File: config.mk
export PLATFORM = sky130hd
export DESIGN_NAME = sob_overhead_regs
export DESIGN_NICKNAME = d
export VERILOG_FILES = /design/src/hw/sob_pkg.sv /design/src/hw/sob_overhead_regs.sv
export SDC_FILE = /design/constraint.sdc
export NUM_CORES = 2
export LEC_CHECK = 0
export ABC_AREA = 0
export ABC_CLOCK_PERIOD_IN_PS = 44200
export BUFFER_PORTS_ARGS = -buffer_cell sky130_fd_sc_hd__buf_2
export CAP_MARGIN = 20
export CORE_UTILIZATION = 50
export CTS_CLUSTER_SIZE = 14
export DETAILED_ROUTE_END_ITERATION = 6
export PLACE_DENSITY = 0.68
export SKIP_CTS_REPAIR_TIMING = 1
export SYNTH_ARGS = -nofsm -noshare
export SYNTH_HDL_FRONTEND = slang
export SYNTH_SLANG_ARGS = --single-unit
File: constraint.sdc
create_clock -name clk_sys -period 44.2 [get_ports clk_sys]
set_input_delay 2.21 -clock clk_sys [delete_from_list [all_inputs] [get_ports clk_sys]]
set_output_delay 2.21 -clock clk_sys [all_outputs]
set_load 0.05 [all_outputs]
File: src/hw/sob_pkg.sv
package sob_pkg;
  localparam logic [6:0] ADDR_THRESH   = 7'h09;
  localparam logic [6:0] ADDR_LINE_CTL = 7'h0d;
  localparam logic [6:0] ADDR_TX_K1    = 7'h10;
  localparam logic [6:0] ADDR_TX_K2    = 7'h11;
  localparam logic [6:0] ADDR_TX_S1    = 7'h12;
  localparam logic [6:0] ADDR_TX_C2    = 7'h13;
  localparam logic [6:0] ADDR_RX_K1    = 7'h14;
  localparam logic [6:0] ADDR_SEC_RING = 7'h6a;
  localparam logic [6:0] ADDR_PTH_RING = 7'h6b;
  localparam logic [7:0] RST_THRESH    = 8'h36;
  localparam logic [7:0] RST_TX_C2     = 8'h13;
  localparam logic [7:0] RST_ZERO      = 8'h00;
  localparam logic [2:0] RDI_PATTERN   = 3'h6;
  localparam int         RDI_BIT       = 2;
  localparam int         TRACE_LEN     = 64;
  localparam int         TRACE_AW      = 6;
  localparam logic [1:0] STS_FIRST     = 2'h0;

  typedef struct packed {
    logic [7:0] aps_one;
    logic [7:0] aps_two;
    logic [7:0] sync_quality;
    logic [7:0] label;
  } sob_tx_oh_type;

  typedef struct packed {
    logic       frame_start;
    logic [1:0] sts_index;
    logic       aps_one_valid;
    logic [7:0] aps_one;
    logic       sec_trace_valid;
    logic [7:0] sec_trace;
    logic       pth_trace_valid;
    logic [7:0] pth_trace;
  } sob_rx_oh_type;

  typedef struct packed {
    logic [7:0]                  thresh;
    logic [7:0]                  line_ctl;
    sob_tx_oh_type               shadow;
    sob_tx_oh_type               live;
    logic [7:0]                  rx_aps_one;
    logic [7:0]                  rx_aps_one_pend;
    logic [TRACE_LEN-1:0][7:0]   sec_ring;
    logic [TRACE_LEN-1:0][7:0]   pth_ring;
    logic [TRACE_AW-1:0]         sec_wr;
    logic [TRACE_AW-1:0]         pth_wr;
    logic [TRACE_AW-1:0]         sec_rd;
    logic [TRACE_AW-1:0]         pth_rd;
    logic [7:0]                  rdata;
  } sob_state_type;
endpackage

File: src/hw/sob_overhead_regs.sv
// Strobed register access is this design's own decision.
`timescale 1ns/1ps
`default_nettype none
// Summary of operation
// - k1 register sent as k1 octet msb-first
// - k2 register sent as k2 octet msb-first
// - s1 register sent as s1 octet
// - c2 register sent, resets to 0x13
// - k1 k2 s1 only in first sts-1
// - lan variant: aps registers read zero, inert
// - k2 bits 6-8 are ais/rdi field
// - capture 64-byte section trace ring
// - capture 64-byte path trace ring
// - threshold register drives fail/degrade alarms
// - fail exponent bits 7-4, reset 3
// - degrade exponent bits 3-0, reset 6
// - received k1 readable, msb in bit 7
// - section ring also serves sdh trace
// - line rdi forces k2 bits 6-8 to 110
module sob_overhead_regs
  import sob_pkg::*;
#(
  parameter bit WAN_VARIANT = 1'b1
) (
  input  wire logic          clk_sys,
  input  wire logic          sys_rst,
  input  wire logic          clk_en,
  input  wire logic [6:0]    reg_addr,
  input  wire logic [7:0]    reg_wdata,
  input  wire logic          reg_wr,
  input  wire logic          reg_rd,
  output var  logic [7:0]    reg_rdata,
  input  wire sob_rx_oh_type rx_oh,
  input  wire logic          tx_frame_start,
  input  wire logic [1:0]    tx_sts_index,
  output var  sob_tx_oh_type tx_oh,
  output var  logic          tx_aps_enable,
  output var  logic [3:0]    signal_fail_exponent,
  output var  logic [3:0]    signal_degrade_exponent
);
  sob_state_type st_ff;
  sob_state_type nxt_st;
  logic          wan;
  logic          first_sts;

  assign wan       = WAN_VARIANT;
  assign first_sts = (tx_sts_index == STS_FIRST);

  always_comb begin
    nxt_st = st_ff;
    if (reg_wr) begin
      case (reg_addr)
        // lan variant ignores threshold, k1, k2 and s1 writes
        ADDR_THRESH: if (wan) nxt_st.thresh = reg_wdata;
        ADDR_LINE_CTL: nxt_st.line_ctl = reg_wdata;
        ADDR_TX_K1: if (wan) nxt_st.shadow.aps_one = reg_wdata;
        ADDR_TX_K2: if (wan) nxt_st.shadow.aps_two = reg_wdata;
        ADDR_TX_S1: if (wan) nxt_st.shadow.sync_quality = reg_wdata;
        ADDR_TX_C2: nxt_st.shadow.label = reg_wdata;
        default: ;
      endcase
    end
    if (tx_frame_start) begin
      nxt_st.live = st_ff.shadow;
    end
    if (rx_oh.aps_one_valid && rx_oh.sts_index == STS_FIRST) begin
      nxt_st.rx_aps_one_pend = rx_oh.aps_one;
    end
    if (rx_oh.frame_start) begin
      nxt_st.rx_aps_one = wan ? st_ff.rx_aps_one_pend : RST_ZERO;
    end
    if (rx_oh.sec_trace_valid) begin
      nxt_st.sec_ring[st_ff.sec_wr] = rx_oh.sec_trace;
      nxt_st.sec_wr = st_ff.sec_wr + 1'b1;
    end
    if (rx_oh.pth_trace_valid) begin
      nxt_st.pth_ring[st_ff.pth_wr] = rx_oh.pth_trace;
      nxt_st.pth_wr = st_ff.pth_wr + 1'b1;
    end
    nxt_st.rdata = RST_ZERO;
    if (reg_rd) begin
      case (reg_addr)
        ADDR_THRESH: nxt_st.rdata = wan ? st_ff.thresh : RST_ZERO;
        ADDR_LINE_CTL: nxt_st.rdata = st_ff.line_ctl;
        ADDR_TX_K1: nxt_st.rdata = wan ? st_ff.shadow.aps_one : RST_ZERO;
        ADDR_TX_K2: nxt_st.rdata = wan ? st_ff.shadow.aps_two : RST_ZERO;
        ADDR_TX_S1: begin
          nxt_st.rdata = wan ? st_ff.shadow.sync_quality : RST_ZERO;
        end
        ADDR_TX_C2: nxt_st.rdata = st_ff.shadow.label;
        ADDR_RX_K1: nxt_st.rdata = wan ? st_ff.rx_aps_one : RST_ZERO;
        ADDR_SEC_RING: begin
          nxt_st.rdata = st_ff.sec_ring[st_ff.sec_rd];
          nxt_st.sec_rd = st_ff.sec_rd + 1'b1;
        end
        ADDR_PTH_RING: begin
          nxt_st.rdata = st_ff.pth_ring[st_ff.pth_rd];
          nxt_st.pth_rd = st_ff.pth_rd + 1'b1;
        end
        default: nxt_st.rdata = RST_ZERO;
      endcase
    end
  end

  always_ff @(posedge clk_sys or posedge sys_rst) begin
    if (sys_rst) begin
      st_ff <= '0;
      st_ff.thresh <= RST_THRESH;
      st_ff.shadow.label <= RST_TX_C2;
      st_ff.live.label <= RST_TX_C2;
    end else if (clk_en) begin
      st_ff <= nxt_st;
    end
  end

  assign reg_rdata = st_ff.rdata;

  always_comb begin
    tx_oh = st_ff.live;
    if (st_ff.line_ctl[RDI_BIT]) begin
      tx_oh.aps_two[2:0] = RDI_PATTERN;
    end
    if (!(wan && first_sts)) begin
      tx_oh.aps_one = RST_ZERO;
      tx_oh.aps_two = RST_ZERO;
      tx_oh.sync_quality = RST_ZERO;
    end
  end

  assign tx_aps_enable = wan && first_sts;

  assign signal_fail_exponent    = wan ? st_ff.thresh[7:4] : 4'h0;
  assign signal_degrade_exponent = wan ? st_ff.thresh[3:0] : 4'h0;
endmodule
`default_nettype wire

* Word level (Yosys, flattened, before mapping)
Index checks and enable logic that the tools add are counted.
Word-level totals: bits in registers 1152, output and inout bits 49
Cells by class: add/subtract/negate cells 4, magnitude comparators 6, eq/ne operators 9, mux-type cells 14, reduce and logical (&&, ||, !) cells 18
Operators with widths (number):
- 512-bit bitwise mux | 2
- 8-bit binary-select mux with 6-bit select | 2
- 8-bit demux with 6-bit select | 2
- 8-bit case mux with 9 select lines | 1
- 8-bit 2-to-1 mux | 5
- 7-bit by 5-bit == test with 1-bit output, second input constant | 5
- 6-bit by 7-bit < comparator with 1-bit output, second input constant | 4
- 6-bit by 1-bit adder with 6-bit output, second input constant | 4
- 24-bit 2-to-1 mux | 1
- 3-bit AND reduction | 8
- 7-bit by 4-bit == test with 1-bit output, second input constant | 2
- 7-bit == test, second input constant | 2
- 6-bit by 1-bit greater-or-equal comparator with 1-bit output, second input constant | 2
- 2-bit AND reduction | 5
- 2-bit logical NOT | 2
- 1-bit logical AND | 3
- 3-bit 2-to-1 mux | 1

* Depth between registers and ports, before layout
word-level depth 5, depth in mapped cells 11, gate-level depth less buffers 6

* Worst setup path after synthesis
Ideal clock, no wire load.
kind input -> output, from input port tx_sts_index[1], to output port tx_oh[16] in the netlist's numbering, arrival 3.867 ns, setup slack 38.123 ns, stages on the path 1, path through nor4b_1
On the way: word-level cells in the longest chain between the ends 2
RTL lines:
- from (decl) | line sob_overhead_regs.sv:35 | input wire logic [1:0] tx_sts_index,
- 2-bit logical NOT | line sob_overhead_regs.sv:47 | assign first_sts = (tx_sts_index == STS_FIRST);
- 24-bit 2-to-1 mux | line sob_overhead_regs.sv:123 | if (!(wan && first_sts)) begin
- to (decl) | line sob_overhead_regs.sv:36 | output var sob_tx_oh_type tx_oh,
No other way between the ends.

==> results.yml <==
finish:
  mostFrequentLayoutCells: "dfrtp_1 (1136), mux2_2 (1132), mux2i_1 (248)"
  stdcell_area_um2: 58300
  layout.cells.most_common: "dfrtp_1"
  share_of_post_route_cells_with_drive_strength_above_1_pct: 46.8
  n_fill_cell: 8394
  syn2layout_area_growth_pct: 10.5
  layout.nets: 3639
global_routing:
  pin_count_of_the_biggest_net_entering_global_routing: 168
  groute.usage.overall_pct: 24.0
  grt_antenna_before_repair: 6
  via_count_of_the_first_global_routing_pass: 31500
  overflow: 0
  grt_pass1_wl_um: 198000
route:
  dr_wl_met3_um: 6610
  detail_route.drc_violations: 0
  overall_routed_net_length_um: 126000
  num_vias: 30500
  wl_per_cell_um: 24.9
  met1Wirelength_um: 56900
  pre_repair_dr_iteration_count: 7
  viasPerCell: 6.02
  final_antenna_net_count: 0
  detailedRoute.firstIterationViolations: 1969
  route.met2.wl_um: 59000
  topRoutingLayerUsed: "met5"
clock_network:
  clockBufferDepth: 3
  cts_buffers: 119
  clk_latency_ns: 0.72
  cts_num_sinks: 1152
  clk_pin_slew_worst_paths_ns: 0.06
  tritoncts: "done"
  ctsRootBufferMaster: "clkbuf_16"
  cts.htree.levels: 3
timing:
  fin_crit_ns: 5.80
  post-route-period-util_pct: 13.1
  timing.clock.skew_ns: 0.0243
  setup_viol_count_final: 0
  unrepaired_setup_endpoints_after_global_routing: "no"
  maxClockFrequency_mhz: 173
  fin_tns_setup_ns: 0
  timing.final.max_slew_violations: 0
  hold_viol_final: 0
  tightestPinTransition_ns: 1.23
  slew-limit-headroom_pct: 17.9
  timing.final.ws_setup_ns: 38.40
die:
  design.portCount: 102
  die-area_um2: 107000
  fp.coreArea_um2: 104000
  initial_utilization_pct: 50.7
  dieWidth_um: 327
  die_height_um: 327
  fp-row-count: 118
outcome:
  status: "finished clean"
placed_design:
  place_congestion: 0.825
  place_worst_setup_slack_ns: 37.73
  port_buffers: 101
  place_hpwl_um: 77300
  cell_area_after_placement_um2: 54200
pwr:
  p_comb_share_pct: 13.9
  net-switching-power_uw: 695
  leakage_power_total_uw: 0.0266
  power_uw: 2730
  max-vdd-ir-drop_mv: 0.0568
  internal_power_uw: 2040
  p_clk_share_pct: 37.5
  relative_contribution_of_sequential_cells_to_total_power_pct: 48.6
  power_switching_share_pct: 25.4
  pwr_density_cell_nw_per_um2: 46.9
worst_setup_path:
  setup.worst_path.start_class: "input port"
  required_ns: 41.99
  critical_path.endpoint_type: "output port"
  slowest_stage_cell_crit_path: "nor2_1"
  crit_path_cell_trace: "buf_2 -> nor2_1 -> and2_1 -> buf_2"
  critical_path.max_stage_delay_ns: 0.78
  critPathMostFrequentCell: "buf_2"
  worstPathMaxFanout: 24
  setup_cp_type: "input port to output port"
  worst_ep_arrival_time_ns: 3.59
logic_synthesis:
  yosysUniqueCellTypes: 61
  postSynthNetCount: 3648
  synth.cell_area_um2: 52800
  yosys.area_share.simple_pct: 3.64
  synth-edff-count: 0
  synthAdderAreaFrac_pct: 0.0948
  synth_compound_gate_area_share_pct: 2.94
  yosys_most_used_dff: "dfrtp_1"
  multiplexer_share_of_the_synthesized_area_pct: 35.9
  yosys.area_share.xor_xnor_pct: 0.315
  seq_area_frac_synth_pct: 54.6
  post_synth_inst_count: 3591
  synth.avg_cell_area_um2: 14.7
  yosysWarnings: 0
  dominant_combinational_cell_family_by_area_after_synthesis: "multiplexers"
  number_of_storage_elements_in_the_synthesis_netlist: 1152
  post_synth_arst_share_pct: 100
worst_hold_path:
  path_type_of_the_worst_min_delay_path: "register to register"
run:
  cap_violations: 0
synth_stat cells (32+ instances only):
cell	instances	share of area, %
buf_1	32	0.23
buf_2	37	0.35
buf_4	32	0.46
clkbuf_1	172	1.2
dfrtp_1	1142	54
mux2_2	1132	24
mux2i_1	248	4.7
mux4_2	160	6.8
nand2_1	59	0.42
nand3_1	34	0.32
nor2_1	87	0.62
nor2_2	39	0.46
nor3_1	37	0.35
o21ai_0	49	0.46
o22ai_1	71	0.84
cells by family (layout without fill, tap and decap cells):
family	Yosys count	after routing
XOR/XNOR	19	19
AO/OA/AOI/OAI	229	229
multiplexers	1548	1548
buffers and inverters	284	380
adder cells (fa/ha/maj)	4	4
flip-flops	1152	1152
AND/OR/NAND/NOR	355	355
other	0	5
worst max-delay path, delay by kind of cell:
| family | cells | cell delay [ns] |
|---|---|---|
| buf+inv | 2 | 0.36 |
| simple gates | 2 | 1.01 |
per-stage QoR:
step	hold WS, ns	util (%)	cells
floorplan	0.456	-	3591
CTS	0.501	56.0	5065
global route	0.510	56.0	5068
global placement	0.482	52.0	4838
finish	0.497	56.0	5072
detailed placement	0.487	52.1	4839
area by class of cell:
type	instances	area, um2	share of cell area (%)
Inverter	3	18.8	0.0322
Clock inverter	35	417	0.714
Antenna cell	5	12.5	0.0215
Sequential cell	1152	28900	49.5
Timing Repair Buffer	151	983	1.69
Multi-Input combinational cell	2155	22700	38.9
Clock buffer	191	3650	6.26
Tap cell	1380	1730	2.96
state kept, by name (all words and copies together), names as in the netlist:
name and flops:
signal_degrade_exponent 4, st_ff 1128, tx_oh 8, reg_rdata 8, signal_fail_exponent 4
power groups by stage:
stage	registers [uW]	logic [uW]	clock network [uW]
2_1_floorplan	1300	321	0
3_3_place_gp	1340	370	0
3_5_place_dp	1340	381	0
4_1_cts	1330	382	1050
5_1_grt	1350	411	1090
6_report	1330	379	1030
per-layer routing:
layer / global-route usage (%) / vias up
met5: 0 / -
met4: 7.57 / 4
met3: 4.18 / 216
met2: 37.1 / 711
met1: 34.8 / 16300
li1: - / 13300
final timing paths:
path	start	endpoint	slack, ns	cells after the start
setup / recovery	tx_sts_index[1]	tx_oh[26]	38.40	4
hold / removal	st_ff[1100]	st_ff[1100]	0.50	1
setup reg to reg	st_ff[8]	reg_rdata[4]	40.10	7
hold reg to reg	st_ff[1100]	st_ff[1100]	0.50	1
max in group asynchronous	sys_rst	st_ff[101]	38.67	6
min in group asynchronous	sys_rst	st_ff[1090]	1.66	2
No activity file was read; power rests on OpenSTA's default activity.
